$ cat src/hw/tag_eeprom_regs.svh
`ifndef TAG_EEPROM_REGS_SVH
`define TAG_EEPROM_REGS_SVH
`define WORD_UID 5'h00
`define WORD_FAB 5'h01
`define WORD_CFG 5'h02
`define WORD_WLOCK 5'h03
`define WORD_RLOCK 5'h04
`define WORD_USER_FIRST 5'h05
`define LOCK_FREEZE_BIT 2
`define CFG_DEFAULT 32'h26000000
// identity words: arbitrary values, they name no real maker or part
`define UID_VALUE 32'h5A3C0F01
`define FAB_VALUE 32'h00000001
`define CFG_FSCI 31:28
`define CFG_FWI 27:24
`define CFG_RATE 23:17
`define CFG_NOT_LEVEL4 16
`define CFG_NFC 15
`define CFG_PU_IRQ_EN 14
`define CFG_IRQ_ACT 13
`define CFG_MODE 12:11
`define CFG_RXNCRC 10
`define CFG_RXBS 9
`define CFG_TXNCRC 8
`define CFG_TXBS 7
`define CFG_FDEL 6:5
`define CFG_VREG 4:3
`define CFG_RREG 2:1
`define MODE_L4 2'h0
`define MODE_L3 2'h1
`define MODE_FRAME 2'h2
`define MODE_TRANSP 2'h3
`define FDEL_00 4'h6
`define FDEL_01 4'h4
`define FDEL_10 4'h2
`define FDEL_11 4'h8
`define ST_OK 2'h0
`define ST_LOCKED 2'h1
`define ST_DENIED 2'h2
`define CLK_MHZ 40
`define PROG_TIME_US 8000
`endif

$ cat src/hw/tag_eeprom_pkg.sv
package tag_eeprom_pkg;
    typedef enum logic [1:0] {S_INIT, S_IDLE, S_PROG, S_GAP} state_e;
    typedef logic [1:0] status_t;
    typedef logic [4:0] word_addr_t;
endpackage

$ cat src/hw/nv_word_array.sv
`timescale 1ns/1ps
`default_nettype none
`include "tag_eeprom_regs.svh"
module nv_word_array #(
    parameter int WIDTH = 32,
    parameter int DEPTH = 32,
    parameter int AW = 5
) (
    input wire logic mclk_i,
    input wire logic we_i,
    input wire logic [AW-1:0] waddr_i,
    input wire logic [WIDTH-1:0] wdata_i,
    input wire logic [AW-1:0] raddr_i,
    output logic [WIDTH-1:0] rdata_o,
    output logic [WIDTH-1:0] wlock_o,
    output logic [WIDTH-1:0] rlock_o
);
    logic [WIDTH-1:0] mem [DEPTH];

    // factory image: identity words, default options, blank elsewhere
    initial begin
        for (int i = 0; i < DEPTH; i++) begin
            mem[i] = '0;
        end
        mem[`WORD_UID] = `UID_VALUE; // arbitrary identity value
        mem[`WORD_FAB] = `FAB_VALUE; // arbitrary identity value
        mem[`WORD_CFG] = `CFG_DEFAULT;
    end

    // single write port, nonvolatile so no reset
    always_ff @(posedge mclk_i) begin
        if (we_i) begin
            mem[waddr_i] <= wdata_i;
        end
    end

    // asynchronous reads of the addressed word and both lock words
    assign rdata_o = mem[raddr_i];
    assign wlock_o = mem[`WORD_WLOCK];
    assign rlock_o = mem[`WORD_RLOCK];
endmodule
`default_nettype wire

$ cat src/hw/tag_eeprom_access.sv
`timescale 1ns/1ps
`default_nettype none
`include "tag_eeprom_regs.svh"
module tag_eeprom_access #(
    parameter int unsigned PROG_CYCLES = `PROG_TIME_US * `CLK_MHZ
) (
    input wire logic mclk_i,
    input wire logic rstn_i,
    input wire logic rf_req_i,
    input wire logic rf_we_i,
    input wire logic [4:0] rf_addr_i,
    input wire logic [31:0] rf_wdata_i,
    output logic rf_done_o,
    output logic [1:0] rf_status_o,
    output logic [31:0] rf_rdata_o,
    input wire logic sp_req_i,
    input wire logic sp_we_i,
    input wire logic [4:0] sp_addr_i,
    input wire logic [31:0] sp_wdata_i,
    output logic sp_done_o,
    output logic [1:0] sp_status_o,
    output logic [31:0] sp_rdata_o,
    input wire logic sak_sent_i,
    input wire logic host_irq_i,
    input wire logic spi_miso_i,
    input wire logic spi_miso_en_i,
    input wire logic mod_ctl_i,
    input wire logic ss_n_pin_i,
    input wire logic mosi_pin_i,
    input wire logic clk_extr_pin_i,
    input wire logic demod_pin_i,
    input wire logic field_on_pin_i,
    output logic miso_o,
    output logic miso_oe_n_o,
    output logic modulator_o,
    output logic irq_o,
    output logic init_done_o,
    output logic [3:0] frame_size_idx_o,
    output logic [3:0] wait_time_idx_o,
    output logic [6:0] rate_caps_o,
    output logic not_level4_flag_o,
    output logic nfc_target_o,
    output logic [1:0] op_mode_o,
    output logic rx_no_crc_o,
    output logic rx_raw_o,
    output logic tx_no_crc_o,
    output logic tx_raw_o,
    output logic [3:0] fdel_cycles_o,
    output logic [1:0] vreg_sel_o,
    output logic [1:0] rreg_sel_o
);
    localparam int CW = $clog2(PROG_CYCLES + 1);
    localparam logic [CW-1:0] PROG_LAST = CW'(PROG_CYCLES - 1);

    // pin synchronisers: ss_n, mosi, clock extractor, demodulator, field
    logic [4:0] pin_raw, pin_s1_r, pin_s2_r;
    assign pin_raw = {field_on_pin_i, demod_pin_i, clk_extr_pin_i, mosi_pin_i, ss_n_pin_i};
    generate
        for (genvar g = 0; g < 5; g++) begin : g_sync
            always_ff @(posedge mclk_i) begin
                pin_s1_r[g] <= pin_raw[g];
                pin_s2_r[g] <= pin_s1_r[g];
            end
        end
    endgenerate
    logic ss_s, mosi_s, clkx_s, demod_s, field_s;
    assign {field_s, demod_s, clkx_s, mosi_s, ss_s} = pin_s2_r;

    tag_eeprom_pkg::state_e state_r, state_nxt;
    logic own_rf_r, own_rf_nxt;
    logic [4:0] addr_r, addr_nxt;
    logic [31:0] wdata_r, wdata_nxt;
    logic [CW-1:0] cnt_r, cnt_nxt;
    logic [31:0] cfg_r, cfg_nxt;
    logic rf_done_r, rf_done_nxt, sp_done_r, sp_done_nxt;
    logic [1:0] rf_status_r, rf_status_nxt, sp_status_r, sp_status_nxt;
    logic [31:0] rf_rdata_r, rf_rdata_nxt, sp_rdata_r, sp_rdata_nxt;
    logic init_done_r, init_done_nxt, evt_irq;
    logic mem_we;
    logic [4:0] raddr;
    logic [31:0] rd_data, wlock, rlock;

    nv_word_array #(.WIDTH(32), .DEPTH(32), .AW(5)) u_array (
        .mclk_i(mclk_i),
        .we_i(mem_we),
        .waddr_i(addr_r),
        .wdata_i(wdata_r),
        .raddr_i(raddr),
        .rdata_o(rd_data),
        .wlock_o(wlock),
        .rlock_o(rlock)
    );

    // request selection; contactless side wins a tie
    logic rf_take, sp_take, bypass, sp_denied, take_we, wr_refused, lock_word, rd_hidden;
    logic [4:0] take_addr;
    logic [31:0] take_wdata;
    logic [1:0] mode;
    assign mode = cfg_r[`CFG_MODE];
    assign bypass = (mode == `MODE_TRANSP) && ss_s;
    assign sp_denied = ((mode == `MODE_L4) && field_s) || bypass;
    assign rf_take = (state_r == tag_eeprom_pkg::S_IDLE) && rf_req_i;
    assign sp_take = (state_r == tag_eeprom_pkg::S_IDLE) && sp_req_i && !rf_req_i;
    assign take_addr = rf_take ? rf_addr_i : sp_addr_i;
    assign take_we = rf_take ? rf_we_i : sp_we_i;
    assign take_wdata = rf_take ? rf_wdata_i : sp_wdata_i;
    assign lock_word = (take_addr == `WORD_WLOCK) || (take_addr == `WORD_RLOCK);
    // refuse identity words, locked words and frozen lock words
    assign wr_refused = (take_addr <= `WORD_FAB)
                     || wlock[take_addr]
                     || (lock_word && wlock[`LOCK_FREEZE_BIT]);
    assign rd_hidden = (take_addr >= `WORD_USER_FIRST) && rlock[take_addr];
    assign raddr = (state_r == tag_eeprom_pkg::S_INIT) ? `WORD_CFG :
                   (state_r == tag_eeprom_pkg::S_IDLE) ? take_addr : addr_r;
    assign mem_we = (state_r == tag_eeprom_pkg::S_PROG) && (cnt_r == '0);

    // access sequencer: init load, read answer, write programming
    always_comb begin
        state_nxt = state_r;
        own_rf_nxt = own_rf_r;
        addr_nxt = addr_r;
        wdata_nxt = wdata_r;
        cnt_nxt = cnt_r;
        cfg_nxt = cfg_r;
        init_done_nxt = init_done_r;
        rf_done_nxt = 1'b0;
        sp_done_nxt = 1'b0;
        rf_status_nxt = rf_status_r;
        sp_status_nxt = sp_status_r;
        rf_rdata_nxt = rf_rdata_r;
        sp_rdata_nxt = sp_rdata_r;
        evt_irq = 1'b0;
        case (state_r)
            tag_eeprom_pkg::S_INIT: begin
                cfg_nxt = rd_data;
                init_done_nxt = 1'b1;
                evt_irq = rd_data[`CFG_PU_IRQ_EN];
                state_nxt = tag_eeprom_pkg::S_IDLE;
            end
            tag_eeprom_pkg::S_IDLE: begin
                if (rf_take) begin
                    own_rf_nxt = 1'b1;
                    addr_nxt = take_addr;
                    if (take_we && wr_refused) begin
                        rf_done_nxt = 1'b1;
                        rf_status_nxt = `ST_LOCKED;
                        state_nxt = tag_eeprom_pkg::S_GAP;
                    end else if (take_we) begin
                        // lock words merge new ones into old ones
                        wdata_nxt = lock_word ? (rd_data | take_wdata) : take_wdata;
                        cnt_nxt = PROG_LAST;
                        state_nxt = tag_eeprom_pkg::S_PROG;
                    end else begin
                        rf_done_nxt = 1'b1;
                        rf_status_nxt = rd_hidden ? `ST_LOCKED : `ST_OK;
                        rf_rdata_nxt = rd_hidden ? 32'h00000000 : rd_data;
                        state_nxt = tag_eeprom_pkg::S_GAP;
                    end
                end else if (sp_take) begin
                    own_rf_nxt = 1'b0;
                    addr_nxt = take_addr;
                    if (sp_denied || (take_we && wr_refused)) begin
                        sp_done_nxt = 1'b1;
                        sp_status_nxt = sp_denied ? `ST_DENIED : `ST_LOCKED;
                        state_nxt = tag_eeprom_pkg::S_GAP;
                    end else if (take_we) begin
                        wdata_nxt = lock_word ? (rd_data | take_wdata) : take_wdata;
                        cnt_nxt = PROG_LAST;
                        state_nxt = tag_eeprom_pkg::S_PROG;
                    end else begin
                        sp_done_nxt = 1'b1;
                        sp_status_nxt = `ST_OK;
                        sp_rdata_nxt = rd_data;
                        state_nxt = tag_eeprom_pkg::S_GAP;
                    end
                end
            end
            tag_eeprom_pkg::S_PROG: begin
                if (cnt_r == '0) begin
                    rf_done_nxt = own_rf_r;
                    sp_done_nxt = !own_rf_r;
                    if (own_rf_r) begin
                        rf_status_nxt = `ST_OK;
                    end else begin
                        sp_status_nxt = `ST_OK;
                    end
                    state_nxt = tag_eeprom_pkg::S_GAP;
                end else begin
                    cnt_nxt = cnt_r - CW'(1);
                end
            end
            default: begin
                state_nxt = tag_eeprom_pkg::S_IDLE;
            end
        endcase
        if (sak_sent_i && cfg_r[`CFG_IRQ_ACT] && (mode == `MODE_L4 || mode == `MODE_L3)) begin
            evt_irq = 1'b1;
        end
    end

    always_ff @(posedge mclk_i) begin
        if (!rstn_i) begin
            state_r <= tag_eeprom_pkg::S_INIT;
            own_rf_r <= 1'b0;
            addr_r <= 5'h00;
            wdata_r <= 32'h00000000;
            cnt_r <= '0;
            cfg_r <= `CFG_DEFAULT;
            init_done_r <= 1'b0;
            rf_done_r <= 1'b0;
            sp_done_r <= 1'b0;
            rf_status_r <= `ST_OK;
            sp_status_r <= `ST_OK;
            rf_rdata_r <= 32'h00000000;
            sp_rdata_r <= 32'h00000000;
        end else begin
            state_r <= state_nxt;
            own_rf_r <= own_rf_nxt;
            addr_r <= addr_nxt;
            wdata_r <= wdata_nxt;
            cnt_r <= cnt_nxt;
            cfg_r <= cfg_nxt;
            init_done_r <= init_done_nxt;
            rf_done_r <= rf_done_nxt;
            sp_done_r <= sp_done_nxt;
            rf_status_r <= rf_status_nxt;
            sp_status_r <= sp_status_nxt;
            rf_rdata_r <= rf_rdata_nxt;
            sp_rdata_r <= sp_rdata_nxt;
        end
    end

    // pin mux and decoded options
    logic miso_r, miso_nxt, oe_n_r, oe_n_nxt, mod_r, mod_nxt, irq_r, irq_nxt;
    logic nfc_r, nfc_nxt;
    logic [3:0] fdel_r, fdel_nxt;
    always_comb begin
        miso_nxt = bypass ? clkx_s : spi_miso_i;
        oe_n_nxt = bypass ? 1'b0 : !spi_miso_en_i;
        mod_nxt = bypass ? mosi_s : mod_ctl_i;
        irq_nxt = bypass ? demod_s : (host_irq_i || evt_irq);
        nfc_nxt = cfg_r[`CFG_NFC] && !cfg_r[`CFG_NOT_LEVEL4];
        case (cfg_r[`CFG_FDEL])
            2'h0: fdel_nxt = `FDEL_00;
            2'h1: fdel_nxt = `FDEL_01;
            2'h2: fdel_nxt = `FDEL_10;
            default: fdel_nxt = `FDEL_11;
        endcase
    end

    always_ff @(posedge mclk_i) begin
        if (!rstn_i) begin
            miso_r <= 1'b0;
            oe_n_r <= 1'b1;
            mod_r <= 1'b0;
            irq_r <= 1'b0;
            nfc_r <= 1'b0;
            fdel_r <= `FDEL_00;
        end else begin
            miso_r <= miso_nxt;
            oe_n_r <= oe_n_nxt;
            mod_r <= mod_nxt;
            irq_r <= irq_nxt;
            nfc_r <= nfc_nxt;
            fdel_r <= fdel_nxt;
        end
    end

    // outputs straight from registers; option fields are slices of cfg_r, except nfc_r and fdel_r, registered decodes of it
    assign rf_done_o = rf_done_r;
    assign rf_status_o = rf_status_r;
    assign rf_rdata_o = rf_rdata_r;
    assign sp_done_o = sp_done_r;
    assign sp_status_o = sp_status_r;
    assign sp_rdata_o = sp_rdata_r;
    assign miso_o = miso_r;
    assign miso_oe_n_o = oe_n_r;
    assign modulator_o = mod_r;
    assign irq_o = irq_r;
    assign init_done_o = init_done_r;
    assign frame_size_idx_o = cfg_r[`CFG_FSCI];
    assign wait_time_idx_o = cfg_r[`CFG_FWI];
    assign rate_caps_o = cfg_r[`CFG_RATE];
    assign not_level4_flag_o = cfg_r[`CFG_NOT_LEVEL4];
    assign nfc_target_o = nfc_r;
    assign op_mode_o = mode;
    assign rx_no_crc_o = cfg_r[`CFG_RXNCRC];
    assign rx_raw_o = cfg_r[`CFG_RXBS];
    assign tx_no_crc_o = cfg_r[`CFG_TXNCRC];
    assign tx_raw_o = cfg_r[`CFG_TXBS];
    assign fdel_cycles_o = fdel_r;
    assign vreg_sel_o = cfg_r[`CFG_VREG];
    assign rreg_sel_o = cfg_r[`CFG_RREG];
endmodule
`default_nettype wire

$ cat config.mk
export PLATFORM = sky130hd
export DESIGN_NAME = tag_eeprom_access
export DESIGN_NICKNAME = d
export VERILOG_FILES = /design/src/hw/tag_eeprom_pkg.sv /design/src/hw/nv_word_array.sv /design/src/hw/tag_eeprom_access.sv
export VERILOG_INCLUDE_DIRS = /design/src /design/src/hw
export SDC_FILE = /design/constraint.sdc
export NUM_CORES = 1
export LEC_CHECK = 0
export BUFFER_PORTS_ARGS = -buffer_cell sky130_fd_sc_hd__buf_2
export CORE_MARGIN = 8
export CORE_UTILIZATION = 40
export CTS_CLUSTER_SIZE = 40
export DETAILED_ROUTE_END_ITERATION = 6
export HOLD_SLACK_MARGIN = 0.12
export PLACE_DENSITY = 0.6
export SLEW_MARGIN = 20
export SYNTH_ARGS = -nofsm -noshare
export SYNTH_HDL_FRONTEND = slang
export SYNTH_SLANG_ARGS = --single-unit
$ cat constraint.sdc
create_clock -name mclk_i -period 6 [get_ports mclk_i]
set_input_delay 0.3 -clock mclk_i [delete_from_list [all_inputs] [get_ports mclk_i]]
set_output_delay 0.3 -clock mclk_i [all_outputs]
set_load 0.05 [all_outputs]
# After elaboration in Yosys (flattened, before gate mapping)

Memory sizes are Yosys's and may differ from the RTL's.
Index checks and enable logic that the tools add are counted.

Eq/ne operators: 22
$lt $le $gt $ge: 3
Reduce and logical (&&, ||, !) cells: 37
Bitwise gates (word level): 5
Add/sub/neg operators: 1
Mux-type cells: 68

Operator list:

| operator                | count |
|---|---|
| $mux W32                | 8 |
| $mux W19                | 6 |
| $pmux W19 S2            | 1 |
| $mux W2                 | 16 |
| $or A32 B32 Y32         | 1 |
| $mux W5                 | 5 |
| $mux W1                 | 24 |
| $logic_not A19 Y1       | 1 |
| $sub A19 B1 Y19 const B | 1 |
| $ne A2 B2 Y1 const B    | 8 |
| $reduce_and A5 Y1       | 3 |
| $logic_and A1 B1 Y1     | 12 |
| $pmux W2 S2             | 3 |
| $pmux W4 S3             | 1 |
| $bmux W1 S5             | 2 |
| $ne A3 B3 Y1 const B    | 3 |
| $reduce_and A4 Y1       | 2 |
| $logic_or A1 B1 Y1      | 7 |
| $eq A2 B1 Y1 const B    | 3 |
| $eq A2 B2 Y1 const B    | 3 |
| $logic_not A2 Y1        | 3 |
| $lt A5 B6 Y1 const B    | 1 |
| $ne A3 B2 Y1 const B    | 2 |
| $reduce_and A6 Y1       | 1 |
| 10 further kinds        | 19 |

Register bits after elaboration: 181
Logic and storage cells: 166
Memories kept: 1
Input port bits: 90
RAM bits: 1,024

Memory list:

| memory      | depth | bits a word | read ports | clocked after memory_dff | write ports | line                | RTL |
|---|---|---|---|---|---|---|---|
| u_array.mem | 32    | 32          | 3          | 0                        | 1           | nv_word_array.sv:18 | `logic [WIDTH-1:0] mem [DEPTH];` |

# Depth between registers and ports, before layout

Word-level depth: 13
Depth in mapped cells: 15

# Cells and area by module

Synthesis repeated with hierarchy kept, for this count alone.

Cells, all modules: 3,151
Area, all modules: 48,122.4 µm²

Modules (own cells, without submodules):

| module            | area each (µm²) | cells each | sequential area each (µm²) | instances |
|---|---|---|---|---|
| nv_word_array     | 39,844.5        | 2,228      | 30,749.5                   | 1 |
| tag_eeprom_access | 8,277.9         | 923        | 3,543.4                    | 1 |

# Least setup slack after synthesis

Ideal clock, no wire load.

Path type: flip-flop to flip-flop
Start point: reg cnt_r[1]
End point: mem u_array.mem[4][0], enable pin
Path slack: 1,030 ps
Arrival: 4,509 ps
Required time: 5,539 ps
Path buffers: 1
Period minus slack after synthesis: 4,970 ps
Cell stages (with the launch flop): 10
Cell sequence: dfxtp_1 inv_1 ha_1 nor3b_1 nand3_1 nor4_2 nand4b_1 or3_1 clkbuf_1 nor3_1

Word-level cells in the longest chain between the ends: 4

RTL lines:

| item                          | line                     | RTL |
|---|---|---|
| start: declaration            | tag_eeprom_access.sv:73  | `logic [CW-1:0] cnt_r, cnt_nxt;` |
| start signal: assignment      | tag_eeprom_access.sv:221 | `cnt_r <= cnt_nxt;` |
| $logic_not A19 Y1             | tag_eeprom_access.sv:115 | `assign mem_we = (state_r == tag_eeprom_pkg::S_PROG) && (cnt_r == '0);` |
| $logic_and A1 B1 Y1           | tag_eeprom_access.sv:115 |  |
| $mux W1                       | nv_word_array.sv:32      | `if (we_i) begin` |
| $mux W1 (implied by the code) | nv_word_array.sv:33      | `mem[waddr_i] <= wdata_i;` |
| end: declaration              | nv_word_array.sv:18      |  |

No other way between the ends.

# Worst setup path after layout

Start point: reg state_r[1]
End point: reg wdata_r[18]

Word-level cells in the longest chain between the ends: 12
Elaborated cells on any way between the ends: 33
Classes of those cells: order compare: 1; eq/ne: 5; mux: 13; bitwise: 1; reduce/logical: 12; memory: 1

RTL lines:

| item                     | line                                               | RTL |
|---|---|---|
| start: declaration       | tag_eeprom_access.sv:69                            | `tag_eeprom_pkg::state_e state_r, state_nxt;` |
| start signal: assignment | tag_eeprom_access.sv:203                           | `state_r <= tag_eeprom_pkg::S_INIT;` |
| start signal: assignment | tag_eeprom_access.sv:217                           | `state_r <= state_nxt;` |
| $eq A2 B1 Y1             | -                                                  |  |
| $logic_and A1 B1 Y1      | tag_eeprom_access.sv:102                           | `assign rf_take = (state_r == tag_eeprom_pkg::S_IDLE) && rf_req_i;` |
| $mux W5                  | tag_eeprom_access.sv:104                           | `assign take_addr = rf_take ? rf_addr_i : sp_addr_i;` |
| $mux W5                  | tag_eeprom_access.sv:114                           | `(state_r == tag_eeprom_pkg::S_IDLE) ? take_addr : addr_r;` |
| $mux W5                  | tag_eeprom_access.sv:113                           | `` assign raddr = (state_r == tag_eeprom_pkg::S_INIT) ? `WORD_CFG : `` |
| $mem_v2 Z32 W32          | -                                                  |  |
| $or A32 B32 Y32          | tag_eeprom_access.sv:150, tag_eeprom_access.sv:167 |  |
| $mux W32                 | tag_eeprom_access.sv:150, tag_eeprom_access.sv:167 |  |
| $mux W32                 | tag_eeprom_access.sv:148, tag_eeprom_access.sv:166 |  |
| $mux W32                 | tag_eeprom_access.sv:162                           | `if (sp_denied \|\| (take_we && wr_refused)) begin` |
| $mux W32                 | tag_eeprom_access.sv:159                           | `end else if (sp_take) begin` |
| $mux W32                 | tag_eeprom_access.sv:141                           | `if (rf_take) begin` |
| end signal: assignment   | tag_eeprom_access.sv:220                           | `wdata_r <= wdata_nxt;` |
| end: declaration         | tag_eeprom_access.sv:72                            | `logic [31:0] wdata_r, wdata_nxt;` |

Parallel ways exist; a longest one is shown, timed or not. The select of a mux whose other input is x is not followed.
A chain may end at the register's enable or synchronous reset.

==> results.yml <==
detailed_routing:
  drtAntennaViolNets: 0
  num_vias: 33575
  viasPerCell: 5.845
  wl_per_cell_um: 26.42
  drtPass1Iterations: 6
  drt_iter0_drc: 4272
  drt_wl_total_um: 151800
  drc: 0
yosys:
  yosysMostFrequentCell: "edfxtp_1"
  async_flop_share_pct: 0
  yosys.cell_types.count: 79
  yosysWarnings: 0
  yosysTopAreaCell: "edfxtp_1"
  yosys-top-cells-area: "edfxtp_1 64%, dfxtp_1 7.3%, nand2_1 6.4%, nand3_1 2.3%, mux2i_1 2.2%"
  ys.flop_type: "edfxtp_1"
  synth_edf_count: 1024
  ys_ff_latch: 1201
  syn_area_per_cell_um2: 12.72
  synth.top_cell.area_share_pct: 63.57
  ys_seq_area_share_pct: 70.89
  synth_area_um2: 48370
  synthCells: 3804
  synth_common_cells: "1024 x edfxtp_1, 828 x nand2_1, 222 x nand3_1, 196 x nor2_1, 186 x clkbuf_1"
global_route:
  overflow: 0
  grt.met3_usage_pct: 4.571
  grt.busiest_layer: "met2"
  grt_pass1_wl_um: 220800
  use_met2_pct: 34.86
  grt_use_total_pct: 22.18
  met1_usage_pct: 30.95
  antenna_found_initial: 4
  grt_max_degree: 103
  grt_pass1_vias: 31422
min_path:
  min_from: "rf_wdata_i[9]"
  min_path_cells: 4
  whs_endpoint: "wdata_r[9]"
  holdCritPathClass: "in2reg"
clock_network:
  cts_buffers: 121
  clk_pin_slew_ns: 0.07
  cts_resized: 0
  h-tree-depth: 3
  clockBufferDepth: 3
  cts-root-buf: "clkbuf_16"
  cts_setup_buffers: 0
  clkLatencyLatePin_ns: 0.72
  cts_tree: "built"
  numClockSinks: 1201
power_and_ir_drop:
  p_leak_nw: 19.98
  p_per_area_nw_per_um2: 478.0
  power_mw: 26.91
  vdd_drop_max_mv: 0.3454
die:
  die-width_um: 363.7
  io_pins: 196
  dieArea_um2: 132300
  fp-row-count: 127
  start_util_pct: 40.32
  die_y_um: 363.7
  core_area_um2: 120000
critical_path:
  crit_type: "reg2reg"
  end_kind: "flip-flop"
  cp.arrival_ns: 6.37
  required_ns: 6.59
  path_max_fanout: 55
  rr_startpoint: "state_r[1]"
  worstReg2RegEnd: "wdata_r[18]"
  cp-start-kind: "flip-flop"
  r2r_slack_ns: 0.22
  r2r_cells: 14
placement:
  placed_cell_area_um2: 51510
  gp_congestion: 0.9083
  io_buffers: 193
  dp_cells: 5432
  dp_slack_ns: 0.6336
  dpl.hpwl_um: 93280
sta:
  worst_hold_slack_ns: 0.1651
  worst_pin_slew_ns: 1.130
  setup_tns_ns: 0
  hold_viol_final: 0
  fmax_mhz: 173.0
  max_slew_margin_pct: 22.51
  period_minus_slack_ns: 5.782
  finalWorstSetupSlack_ns: 0.2183
  finClkSkew_ns: 0.03251
  setup_viol: 0
  drv_slew: 0
  grt_setup_unrepaired: "false"
  fin_crit_sh_pct: 96.36
outcome:
  outcome: "completed"
finish:
  fin_area_um2: 56290
  fin_nets: 4121
  final_core_util_pct: 46.92
  finalNonFillerCells: 5744
  final_layout_size_suffix_gt1_share_pct: 14.10
  multiInputGateArea_um2: 12890
  fillers: 10579
  areaGrowthSynthToFinish_pct: 16.36
  regArea_um2: 34310
job:
  drv_cap: 0
area by class of cell:
cell class	count	share of cell area [%]
Antenna cell	5	0.02223
Clock buffer	171	6.115
Clock inverter	52	0.8025
Inverter	50	0.3334
Multi-Input combinational cell	2256	22.90
Sequential cell	1201	60.95
Tap cell	1612	3.583
Timing Repair Buffer	397	5.291
cells by family after synthesis:
| family | after synthesis | synth area share (%) |
|---|---|---|
| AND/OR/NAND/NOR | 1467 | 13.17 |
| other | 1 | 0.007753 |
| multiplexers | 120 | 2.685 |
| AO/OA/AOI/OAI | 663 | 9.933 |
| flip-flops | 1201 | 70.89 |
| buffers and inverters | 348 | 3.207 |
| adder cells (fa/ha/maj) | 4 | 0.1035 |
cell usage in the layout, fill, tap and decap left out, drive strengths merged, types with 35 or more instances in the layout:
cell / netlist / final
nand4: 96 / 96
dfxtp: 177 / 177
nand2: 830 / 830
edfxtp: 1024 / 1024
clkinv: 1 / 40
a32oi: 35 / 35
o21ai: 106 / 106
mux2i: 108 / 108
a31oi: 101 / 101
a21oi: 77 / 77
nor2: 196 / 196
a221oi: 36 / 36
clkbuf: 186 / 171
nand3: 223 / 223
dlygate4sd3: 0 / 83
buf: 112 / 314
a211oi: 59 / 59
a311oi: 90 / 90
inv: 49 / 50
and3: 48 / 48
how the worst max path moves through the flow:
stage / from / endpoint / slack, ns / cells after the start
detailed placement: state_r[1] / wdata_r[18] / 0.63 / 13
global route: state_r[1] / wdata_r[18] / 0.11 / 14
finish: state_r[1] / wdata_r[18] / 0.22 / 14
floorplan: cnt_r[1] / u_array.mem[4][0] / 1.03 / 9
CTS: state_r[1] / wdata_r[18] / 0.28 / 14
global placement: state_r[1] / wdata_r[18] / 0.62 / 13
metal layers:
| layer | vias to the layer above | part of all wire (%) |
|---|---|---|
| met5 | - | 0.0086 |
| met4 | 2 | 3.2 |
| met3 | 262 | 9.5 |
| met2 | 1686 | 46 |
| met1 | 16870 | 42 |
| li1 | 14755 | - |
what timing repair did:
item | 4_1_cts | 5_1_grt
setup endpoints to repair | 0 | 0
hold buffers | 83 | 0
hold endpoints to repair | 65 | 0
power by group:
group          switching [mW]  internal [mW]  leakage [nW]
clock network            3.17           4.27          1.90
registers               0.299           9.52          10.8
logic                    7.21           2.44          7.23
total                    10.7           16.2          20.0
flip-flops by register name (all words and copies together), names as in the netlist, 2 cells and up:
register and count:
cfg_r 30, pin_s1_r 5, u_array.mem 1024, cnt_r 19
sp_rdata_o 32, rf_rdata_o 32, sp_status_o 2, wdata_r 32
state_r 2, fdel_cycles_o 3, addr_r 5
worst max-delay path, stage by stage, from the launching register on:
cell and delay (ns):
dfxtp_1 0.33, inv_1 0.10, ha_4 0.33, nor2b_4 0.15
buf_4 0.33, a211o_4 0.69, buf_12 0.36, buf_4 0.29
mux2i_1 0.21, a32oi_1 0.08, nand4_1 0.25, nand4_1 0.85
a221oi_1 0.81, dlygate4sd3_1 0.72, a21oi_1 0.09
Note: power is estimated with default switching activity, not from simulation.
